<file path="src/design/mbl_pkg.sv">
// Constants and types shared by the memory bank latch and its address decoder.
// Assumes a single 25 MHz clock and a 16-bit external address bus.
package mbl_pkg;
    localparam int unsigned MBL_CLOCK_KHZ = 25000;
    localparam int unsigned MBL_HOLD_TIME_US = 200;
    localparam int unsigned MBL_HOLD_CYCLES = (MBL_HOLD_TIME_US * MBL_CLOCK_KHZ + 999) / 1000;
    localparam int unsigned MBL_CNT_W = 16;

    localparam logic [15:0] MBL_INT_ROM_TOP = 16'h2000;
    localparam logic [15:0] MBL_WINDOW_BASE = 16'h8000;
    localparam logic [15:0] MBL_IO_BASE = 16'hff00;
    localparam logic [15:0] MBL_LATCH_ADDR = 16'hffc0;

    localparam int unsigned MBL_BIT_BANK = 0;
    localparam int unsigned MBL_BIT_MDIS = 1;
    localparam int unsigned MBL_BIT_SWAP = 2;
    localparam int unsigned MBL_BIT_RLO = 3;
    localparam int unsigned MBL_BIT_RHI = 4;
    localparam int unsigned MBL_BIT_FLB = 5;
    localparam int unsigned MBL_LATCH_W = 6;
    localparam logic [5:0] MBL_LATCH_RESET = 6'h00;

    typedef enum logic [1:0] {
        MBL_SUP_FAIL = 2'b00,
        MBL_SUP_HOLD = 2'b01,
        MBL_SUP_OK = 2'b11
    } mbl_sup_t;

    typedef enum logic [2:0] {
        MBL_T_NONE = 3'h0,
        MBL_T_INT_ROM = 3'h1,
        MBL_T_CODE_DEV = 3'h2,
        MBL_T_MAIN_RAM = 3'h3,
        MBL_T_WINDOW = 3'h4,
        MBL_T_LATCH = 3'h5,
        MBL_T_IO = 3'h6
    } mbl_tgt_t;

    typedef struct packed {
        logic [15:0] addr;
        logic [7:0] data;
        logic wr;
        logic rd;
        logic code;
    } mbl_bus_t;

    typedef struct packed {
        logic main_ram_ce_n;
        logic exp_ram_ce_n;
        logic socket_ce_n;
        logic code_ce_n;
        logic int_rom_sel;
        logic latch_sel;
        logic io_sel;
    } mbl_sel_t;
endpackage

</file>
<file path="src/design/mbl_memory_bank_latch.sv">
// Write-only memory bank latch together with the external memory address decoder
// and the supply supervisor reset that guards battery-backed RAM.
// Assumes host bus strobes and supply_ok_i are synchronous to clock_i.
`timescale 1ns/1ns

// How it works
// (RULE1) The latch cannot be read; software keeps its own shadow copy.
// (RULE2) System reset clears every latch output to low.
// (RULE3) A data write to the decoded latch address loads the written byte.
// (RULE4) Bit 0 picks expansion RAM when high, socket device when low.
// (RULE5) Bit 1 high blocks main RAM, expansion RAM and socket chip enables.
// (RULE6) Bit 2 swaps code and data spaces so flash can be written.
// (RULE7) Bits 3 and 4 drive the expansion RAM upper address lines.
// (RULE8) Bit 5 drives the top address line of the code memory device.
// (RULE9) A configuration input selects memory mode zero or mode one.
// (RULE10) The decoder makes every memory enable over the whole address range.
// (RULE11) Supply failure drops the supervisory reset at once and deselects RAM.
// (RULE12) After power-up the supervisory reset stays low for a short interval.
// (RULE13) Code below 2000h is internal unless all fetches are forced external; the code also sends it to main RAM while bit 2 swaps the spaces.
// (RULE14) Software disables RAM before power-down or idle, only from EPROM.
// (RULE15) Software sets the disable bit via shadow OR 02h, clears via AND FDh.
// (RULE16) All outputs change together at the write strobe's end; bits 6, 7 unused.
// (RULE17) Writes elsewhere leave the latch untouched.
module mbl_memory_bank_latch #(
    parameter int unsigned HOLD_CYCLES = mbl_pkg::MBL_HOLD_CYCLES
) (
    input wire logic clock_i,
    input wire logic reset_i,
    input wire mbl_pkg::mbl_bus_t bus_i,
    input wire logic ext_code_only_i,
    input wire logic config_high_i,
    input wire logic supply_ok_i,
    output mbl_pkg::mbl_sel_t sel_o,
    output logic socket_bank_select_o,
    output logic memory_disable_o,
    output logic flash_program_swap_o,
    output logic ram_bank_addr_lo_o,
    output logic ram_bank_addr_hi_o,
    output logic flash_bank_addr_o,
    output logic supply_fail_reset_n_o
);
    import mbl_pkg::*;

    typedef struct packed {
        logic [MBL_LATCH_W-1:0] latch;
        logic wr_prev;
        logic hit;
        logic [MBL_LATCH_W-1:0] data;
        mbl_sup_t sup;
        logic [MBL_CNT_W-1:0] cnt;
    } mbl_state_t;

    mbl_state_t state_q;
    mbl_state_t state_d;
    mbl_tgt_t tgt;
    logic data_acc;
    logic active;
    logic ram_ok;
    logic blk;
    logic eff_code;
    logic wr_end;

    // Code decode; mode one maps the lower half of code space not taken by the internal ROM onto main RAM.
    function automatic mbl_tgt_t mbl_decode(input logic [15:0] a, input logic code,
                                            input logic mode, input logic ext_only);
        mbl_tgt_t t;
        t = MBL_T_NONE;
        if (code) begin
            if (!ext_only && a < MBL_INT_ROM_TOP) begin
                t = MBL_T_INT_ROM;
            end else if (mode && a < MBL_WINDOW_BASE) begin
                t = MBL_T_MAIN_RAM;
            end else begin
                t = MBL_T_CODE_DEV;
            end
        end else if (a == MBL_LATCH_ADDR) begin
            t = MBL_T_LATCH;
        end else if (a >= MBL_IO_BASE) begin
            t = MBL_T_IO;
        end else if (a < MBL_WINDOW_BASE) begin
            t = MBL_T_MAIN_RAM;
        end else begin
            t = MBL_T_WINDOW;
        end
        return t;
    endfunction

    always_comb begin
        data_acc = bus_i.rd | bus_i.wr;
        active = data_acc | bus_i.code;
        // The I/O area stays in data space during a swap so the latch can be cleared.
        eff_code = bus_i.code ^ state_q.latch[MBL_BIT_SWAP];
        if (data_acc && !bus_i.code && bus_i.addr >= MBL_IO_BASE) begin
            tgt = mbl_decode(bus_i.addr, 1'b0, config_high_i, ext_code_only_i); // RULE9
        end else begin
            tgt = mbl_decode(bus_i.addr, eff_code, config_high_i, ext_code_only_i); // RULE6
        end
        ram_ok = (state_q.sup == MBL_SUP_OK);
        blk = state_q.latch[MBL_BIT_MDIS] | !supply_ok_i | !ram_ok;
        wr_end = state_q.wr_prev & !bus_i.wr;
    end

    always_comb begin
        sel_o.main_ram_ce_n = !(active && tgt == MBL_T_MAIN_RAM && !blk); // RULE5 RULE10
        sel_o.exp_ram_ce_n = !(active && tgt == MBL_T_WINDOW && !blk
                               && state_q.latch[MBL_BIT_BANK]); // RULE4
        sel_o.socket_ce_n = !(active && tgt == MBL_T_WINDOW && !blk
                              && !state_q.latch[MBL_BIT_BANK]); // RULE4
        sel_o.code_ce_n = !(active && tgt == MBL_T_CODE_DEV); // RULE10
        sel_o.int_rom_sel = active && tgt == MBL_T_INT_ROM; // RULE13
        // Reads of the latch select nothing, so no value ever returns.
        sel_o.latch_sel = bus_i.wr && !bus_i.code && tgt == MBL_T_LATCH; // RULE1 RULE3
        sel_o.io_sel = data_acc && !bus_i.code && tgt == MBL_T_IO;
    end

    always_comb begin
        state_d = state_q;
        state_d.wr_prev = bus_i.wr;
        if (bus_i.wr) begin
            state_d.hit = sel_o.latch_sel;
            state_d.data = bus_i.data[MBL_LATCH_W-1:0]; // RULE16
        end
        // Loading at the strobe's end lets every output move in the same cycle.
        if (wr_end && state_q.hit) begin
            state_d.latch = state_q.data; // RULE3 RULE16 RULE17
        end
        case (state_q.sup)
            MBL_SUP_FAIL: begin
                state_d.cnt = '0;
                if (supply_ok_i) begin
                    state_d.sup = MBL_SUP_HOLD;
                end
            end
            MBL_SUP_HOLD: begin
                state_d.cnt = state_q.cnt + 1'b1;
                if (!supply_ok_i) begin
                    state_d.sup = MBL_SUP_FAIL; // RULE11
                end else if (state_q.cnt == MBL_CNT_W'(HOLD_CYCLES - 1)) begin
                    state_d.sup = MBL_SUP_OK; // RULE12
                end
            end
            MBL_SUP_OK: begin
                if (!supply_ok_i) begin
                    state_d.sup = MBL_SUP_FAIL; // RULE11
                end
            end
            default: begin
                state_d.sup = MBL_SUP_FAIL;
            end
        endcase
    end

    always_ff @(posedge clock_i) begin
        if (reset_i) begin
            state_q.latch <= MBL_LATCH_RESET; // RULE2
            state_q.wr_prev <= 1'b0;
            state_q.hit <= 1'b0;
            state_q.data <= '0;
            state_q.sup <= MBL_SUP_FAIL;
            state_q.cnt <= '0;
        end else begin
            state_q <= state_d;
        end
    end

    assign socket_bank_select_o = state_q.latch[MBL_BIT_BANK]; // RULE4
    assign memory_disable_o = state_q.latch[MBL_BIT_MDIS]; // RULE5
    assign flash_program_swap_o = state_q.latch[MBL_BIT_SWAP]; // RULE6
    assign ram_bank_addr_lo_o = state_q.latch[MBL_BIT_RLO]; // RULE7
    assign ram_bank_addr_hi_o = state_q.latch[MBL_BIT_RHI]; // RULE7
    assign flash_bank_addr_o = state_q.latch[MBL_BIT_FLB]; // RULE8
    // Combinational with supply_ok_i so a failing supply pulls it low in the same cycle.
    assign supply_fail_reset_n_o = supply_ok_i && ram_ok; // RULE11 RULE12

    logic [MBL_LATCH_W-1:0] outs;
    assign outs = {flash_bank_addr_o, ram_bank_addr_hi_o, ram_bank_addr_lo_o,
                   flash_program_swap_o, memory_disable_o, socket_bank_select_o};

    logic [MBL_CNT_W-1:0] up_cnt;
    always_ff @(posedge clock_i) begin
        if (reset_i || !supply_ok_i) begin
            up_cnt <= '0;
        end else if (!supply_fail_reset_n_o) begin
            up_cnt <= up_cnt + 1'b1;
        end
    end
endmodule // mbl_memory_bank_latch

</file>
<file path="config.mk">
export PLATFORM = sky130hd
export DESIGN_NAME = mbl_memory_bank_latch
export DESIGN_NICKNAME = d
export VERILOG_FILES = /design/src/design/mbl_pkg.sv /design/src/design/mbl_memory_bank_latch.sv
export SDC_FILE = /design/constraint.sdc
export NUM_CORES = 1
export LEC_CHECK = 0
export ABC_AREA = 1
export BUFFER_PORTS_ARGS = -buffer_cell sky130_fd_sc_hd__clkbuf_2
export CAP_MARGIN = 20
export CORE_ASPECT_RATIO = 1.5
export CORE_MARGIN = 2
export CORE_UTILIZATION = 50
export CTS_CLUSTER_SIZE = 12
export DETAILED_ROUTE_END_ITERATION = 7
export MAX_ROUTING_LAYER = met4
export PLACE_DENSITY = 0.77
export SLEW_MARGIN = 20
export SYNTH_ARGS = -nofsm -noshare
export SYNTH_HDL_FRONTEND = slang
export SYNTH_SLANG_ARGS = --single-unit
</file>
<file path="constraint.sdc">
create_clock -name clock_i -period 2.8 [get_ports clock_i]
set_clock_uncertainty 0.05 [all_clocks]
set_input_delay 0.28 -clock clock_i [delete_from_list [all_inputs] [get_ports clock_i]]
set_output_delay 0.28 -clock clock_i [all_outputs]
set_load 0.01 [all_outputs]
</file>
==> run_results.csv, run 1 <==
group,metric,value,unit
run_status,status,"finished, final reports clean",
routing,routedWlPerCell,10.8,um
pwr,ratio_of_total_power_to_cell_area,485,nW/um^2
setup_path,crit_family,"flip-flops",
sta,total_negative_slack,0,ps
synthesis,most_frequent_cell_after_synthesis,"nor2_1",
clock_tree,clk_transition_reported_paths,60,ps
grt,grt_overflow_total,0,
setup_path,critPathCaptureType,"output pin",
clock_tree,clock_insertion_delay_worst_skew,290,ps
final_layout,drive_above_1_share,28.8,%
setup_path,critical_path.max_fanout,3,
clock_tree,h-tree-depth,2,
sta,timing_hold_violations_final,0,
synthesis,synth.avg_cell_area,7.02,sq um
sta,maxSlewViolCount,0,
grt,grt_pass1_vias,1454,
setup_path,worstPathArrival,1680,ps
die,design.core.area,3160,sq um
synthesis,synth.top_cells.by_count,"nor2_1 (36), inv_1 (33), dfxtp_1 (32)",
clock_tree,cts_setup_buffers,0,
sta,finalSetupViolCount,0,
routing,drtPass1Iterations,4,
synthesis,yosysWarningCount,0,
setup_path,worstSetupStartpointType,"flop",
sta,finalCriticalPeriod,2010,ps
setup_path,timing.setup.critical_path_class,"reg -> out",
routing,wirelength,3500,um
sta,maxClockFrequency,498,MHz
clock_tree,cts.root.buffer_cell,"clkbuf_8",
synthesis,synth.ff_latch_count,32,
pwr,power_leakage,0.902,nW
routing,remaining_drc_errors,0,
final_layout,layout.cell_area.non_filler,2020,sq um
final_layout,final_core_density,63.8,%
setup_path,worst_ep_required_time,2470,ps
setup_path,worstPathBufferInverterCount,2,
synthesis,synth_top_area_share,38.3,%
final_layout,area_growth_syn_to_layout,20.7,%
synthesis,synthDominantAreaCellType,"dfxtp_1",
die,io-pin-count,46,
pwr,power.share.switching,22.2,%
clock_tree,post_cts.resized_instances,0,
synthesis,postSynthNetCount,271,
place,gp_congestion,0.822,
sta,rsz0062_at_grt,"no",
synthesis,synthArstFlopShare,0,%
place,place_hpwl,2670,um
synthesis,ys_top_cells_by_area,"dfxtp_1 (38%), nor2_1 (8.1%), inv_1 (7.4%)",
synthesis,synthesis.area,1670,sq um
clock_tree,cts_inserted_buffers,5,
die,die_height,74.8,um
synthesis,seq_area_frac_synth,38.3,%
pwr,intPower,0.761,mW
grt,track_usage,22.0,%
synthesis,postSynth.topFlopCell,"dfxtp_1",
clock_tree,clock_tree_from_tritoncts,"yes",
die,starting_utilization_of_the_core_area,52.9,%
setup_path,crit_chain,"xnor2_1 > nor2_2 > a21oi_2 > nand3_1 > inv_1 > nand4_1 > clkbuf_2",
clock_tree,sink_count_of_the_clock_tree,32,
setup_path,crit_slowest_cell,"dfxtp_1",
grt,grt_max_degree,15,
grt,grt_first_pass_wirelength,6110,um
hold_path,hold_path_class,"in -> reg",
sta,slew_headroom,70.2,%
die,fp.dieW,51.2,um
sta,fin_crit_sh,71.8,%
place,port_buffers,43,
grt,grt_antenna_before_repair,0,
clock_tree,clock_tree.buffer_depth,2,
pwr,power,0.978,mW
routing,vias_per_cell,4.86,
routing,detail-route-antenna-nets,0,
pwr,switching_power_of_the_nets,0.217,mW
setup_path,max_stage_delay,340,ps
flow_run,maxcap_viol_count,0,
routing,drt_first_iter_violations,36,
routing,vias,1579,
die,placement_rows,25,
pwr,worst_ir_drop_vdd,0.000381,V
synthesis,synthesis.instances,238,
sta,tightest_pin_transition,447,ps
pwr,share_of_total_power_in_sequential_cells,47.8,%
die,fp.dieArea,3830,sq um
synthesis,synth-edff-count,0,
final_layout,insertedDiodeCount,0,
final_layout,layout.nets,317,
place,placement.cell_area,1910,sq um
pwr,power.clock.fraction,44.0,%
clock_tree,holdBufCountCts,0,
synthesis,synthDistinctLibCells,30,
pwr,power_frac_comb,8.1,%
-- metal layers --
| metal | global-route usage [%] | up-vias | part of all wire (%) |
|---|---|---|---|
| met2 | 37.5 | 31 | 51 |
| met3 | 5.95 | 6 | 4.1 |
| met4 | 10.5 | 0 | 1.7 |
| met5 | - | - | 0 |
| met1 | 23.5 | 680 | 44 |
| li1 | - | 862 | - |
-- worst register-to-register path: cells and delay by family (launching register included) --
family,cells,cell delay (ps)
AND/OR/NAND/NOR,4,480
flip-flops,1,370
buffers and inverters,1,80
AO/OA/AOI/OAI,2,210
adder cells (fa/ha/maj),1,210
-- sequential cells by signal, summed over array words and instances, names as in the netlist --
signal and count:
outs 6, state_q 26
-- cell usage in the layout, fill, tap and decap left out, types with 2 or more instances in the layout --
master    count
nand3_1      11
nor2_1       36
a21oi_1      19
a21oi_2       2
clkbuf_2     43
nand2_1      30
or2_2         2
nand3_2       4
dfxtp_1      32
nor2_4        2
inv_1        33
o21ai_0      17
nor2_2        5
nand4_1       7
clkbuf_8      5
nor3_2        2
inv_2         5
nor3_1       10
nand2_2       7
nor4_1        2
-- power by group through the flow --
stage	Sequential (mW)	Combinational [mW]	Clock, mW
finish	0.468	0.0794	0.431
global route	0.468	0.0913	0.458
CTS	0.468	0.0799	0.444
detailed placement	0.478	0.0792	0
global placement	0.478	0.0777	0
floorplan	0.477	0.0473	0
-- cell families (layout without fill, tap and decap cells) --
family / after synthesis / after routing / synth area share (%)
DFF: 32 / 32 / 38.3
and+or+nand+nor: 120 / 120 / 36.6
xor gates and xnor gates: 2 / 2 / 1.05
AOI/OAI and AO/OA: 41 / 41 / 13.1
adders and majority gates: 1 / 1 / 0.748
buffers and inverters: 42 / 89 / 10.2
-- through the flow --
step	instances	setup slack [ps]	hold WS [ps]
floorplan	238	1350	292
global placement	317	1110	382
detailed placement	317	1060	386
CTS	325	773	147
global route	325	633	154
finish	325	790	154
-- final cells by class --
class	count	area [sq um]
clock buffer	6	72.6
clock inverter	2	35.0
fill	290	1140
inverter	38	143
multi-input combinational	164	861
sequential	32	641
tap	40	50.0
timing repair buffer	43	215
-- path summary, 6_finish.rpt --
| path | startpoint | endpoint | slack [ps] | depth (start not counted) |
|---|---|---|---|---|
| max | outs[2]$_SDFFE_PP0P_ | sel_o[4] | 790 | 7 |
| min | reset_i | state_q[24]$_SDFFE_PP0P_ | 150 | 2 |
| max reg2reg | state_q[0]$_SDFFE_PP0P_ | state_q[8]$_SDFFE_PP0P_ | 1300 | 8 |
| min reg2reg | outs[4]$_SDFFE_PP0P_ | outs[4]$_SDFFE_PP0P_ | 390 | 2 |
(Power assumes the default switching activity.)
==> run 2: changes to the inputs <==
- clock period: 2.8 -> 2 ns (I/O delays scaled with it)
==> run_results.csv, run 2 (synthesis results as in run 1) <==
group,metric,value,unit
run_status,status,"finished, final reports clean",
routing,detail-route-antenna-nets,0,
pwr,worst_ir_drop_vdd,0.000561,V
sta,total_negative_slack,0,ps
grt,grt_antenna_before_repair,0,
die,starting_utilization_of_the_core_area,52.9,%
place,place_hpwl,2710,um
clock_tree,sink_count_of_the_clock_tree,32,
sta,tightest_pin_transition,427,ps
final_layout,registers.top_by_ff_count,"state_q",
pwr,power.clock.fraction,44.3,%
grt,grt_overflow_total,0,
clock_tree,clock_insertion_delay_worst_skew,280,ps
sta,finalSetupViolCount,0,
pwr,ratio_of_total_power_to_cell_area,680,nW/um^2
pwr,share_of_total_power_in_sequential_cells,47.5,%
final_layout,largest_register_ffs,26,
sta,fin_crit_sh,90.3,%
routing,drt_first_iter_violations,41,
final_layout,layout.nets,317,
setup_path,worst_ep_required_time,1750,ps
setup_path,worstPathArrival,1560,ps
clock_tree,clk_transition_reported_paths,70,ps
pwr,intPower,1.06,mW
routing,wirelength,3530,um
final_layout,drive_above_1_share,29.8,%
grt,grt_pass1_vias,1573,
clock_tree,h-tree-depth,2,
final_layout,regArea,642,sq um
pwr,power.share.switching,22.8,%
sta,rsz0062_at_grt,"no",
die,fp.dieW,51.2,um
final_layout,fillCellCount,324,
final_layout,area_growth_syn_to_layout,21.4,%
sta,slew_headroom,71.5,%
pwr,switching_power_of_the_nets,0.315,mW
die,design.core.area,3160,sq um
final_layout,multi_input_comb_area,868,sq um
sta,maxSlewViolCount,0,
final_layout,insertedDiodeCount,0,
sta,worst_slack,195,ps
place,gp_congestion,0.807,
grt,track_usage,21.6,%
setup_path,worstSetupStartpointType,"flop",
clock_tree,cts_inserted_buffers,5,
routing,remaining_drc_errors,0,
final_layout,layout_common_cells,"clkbuf_2 (43), nor2_1 (36), inv_1 (33), dfxtp_1 (31), nand2_1 (30)",
pwr,power_leakage,0.907,nW
setup_path,timing.setup.critical_path_class,"reg -> out",
sta,maxClockFrequency,554,MHz
grt,grt_first_pass_wirelength,6170,um
sta,finalCriticalPeriod,1810,ps
routing,vias,1655,
routing,vias_per_cell,5.09,
pwr,power_frac_comb,8.2,%
die,placement_rows,25,
die,fp.dieArea,3830,sq um
sta,timing_hold_violations_final,0,
routing,drtPass1Iterations,4,
grt,grt_max_degree,15,
place,port_buffers,43,
die,io-pin-count,46,
setup_path,critical_path.max_fanout,3,
clock_tree,clock_tree_from_tritoncts,"yes",
flow_run,maxcap_viol_count,0,
clock_tree,clock_tree.buffer_depth,2,
clock_tree,cts.root.buffer_cell,"clkbuf_8",
routing,routedWlPerCell,10.9,um
setup_path,critPathCaptureType,"output pin",
place,place_ws,415,ps
die,die_height,74.8,um
hold_path,hold_path_class,"in -> reg",
final_layout,final_common_cell,"clkbuf_2",
-- run 2: changes by cell type in the layout (fill, tap and decap cells not counted) --
cell,before,now
xnor2_1,1,0
clkbuf_1,1,0
xnor2_2,0,1
clkinvlp_4,0,1
dfxtp_2,0,1
dfxtp_1,32,31
-- run 2: final timing paths --
kind | from | end | slack [ps] | depth (start not counted)
setup / recovery | outs[2]$_SDFFE_PP0P_ | sel_o[4] | 190 | 7
setup reg to reg | state_q[0]$_SDFFE_PP0P_ | state_q[10]$_SDFFE_PP0P_ | 490 | 8
hold / removal | reset_i | state_q[24]$_SDFFE_PP0P_ | 70 | 2
hold reg to reg | outs[4]$_SDFFE_PP0P_ | outs[4]$_SDFFE_PP0P_ | 400 | 2
-- run 2: critical path, cell delays in order (launching register included) --
cell and delay, ps:
dfxtp_1 350, xnor2_2 230, nor2_2 70, a21oi_2 180
nand3_1 140, inv_1 90, nand4_1 70, clkbuf_2 140
-- run 2: timing repair --
item,4_1_cts,5_1_grt
endpoints found under the setup margin,0,3
hold buffers,0,0
setup buffers,0,0
resized for setup,0,2
-- run 2: power by group through the flow --
stage          combinational, mW  sequential (mW)  clock, mW
2_1_floorplan             0.0663            0.668          0
3_3_place_gp               0.109            0.668          0
3_5_place_dp               0.111            0.669          0
4_1_cts                    0.113            0.655      0.626
5_1_grt                    0.130            0.655      0.653
6_report                   0.113            0.655      0.612
-- run 2: cell type report --
| class | instances | area share [%] |
|---|---|---|
| sequential | 32 | 31.6 |
| clock inverter | 3 | 2.10 |
| inverter | 38 | 7.03 |
| multi-input combinational | 164 | 42.8 |
| clock buffer | 5 | 3.39 |
| tap | 40 | 2.47 |
| timing repair buffer | 43 | 10.6 |
-- run 2: metal layers --
| layer | share of wire [%] | wire (um) | up-vias | global-route usage, % |
|---|---|---|---|---|
| met5 | 0 | 0 | - | - |
| met4 | 1.1 | 39 | 0 | 8.48 |
| met3 | 4.3 | 153 | 5 | 6.35 |
| met2 | 53 | 1880 | 28 | 39.7 |
| met1 | 41 | 1460 | 752 | 21.3 |
| li1 | - | - | 870 | - |
-- run 2: per-stage QoR --
stage | hold WS, ps | cells | utilization (%) | instance area, sq um | power (mW)
4_1_cts | 63.9 | 325 | 64.0 | 2020 | 1.39
5_1_grt | 74.2 | 325 | 64.2 | 2030 | 1.44
2_1_floorplan | 212 | 238 | - | 1670 | 0.734
3_5_place_dp | 367 | 317 | 60.4 | 1910 | 0.780
3_3_place_gp | 368 | 317 | 60.4 | 1910 | 0.777
6_report | 72.5 | 325 | 64.2 | 2030 | 1.38
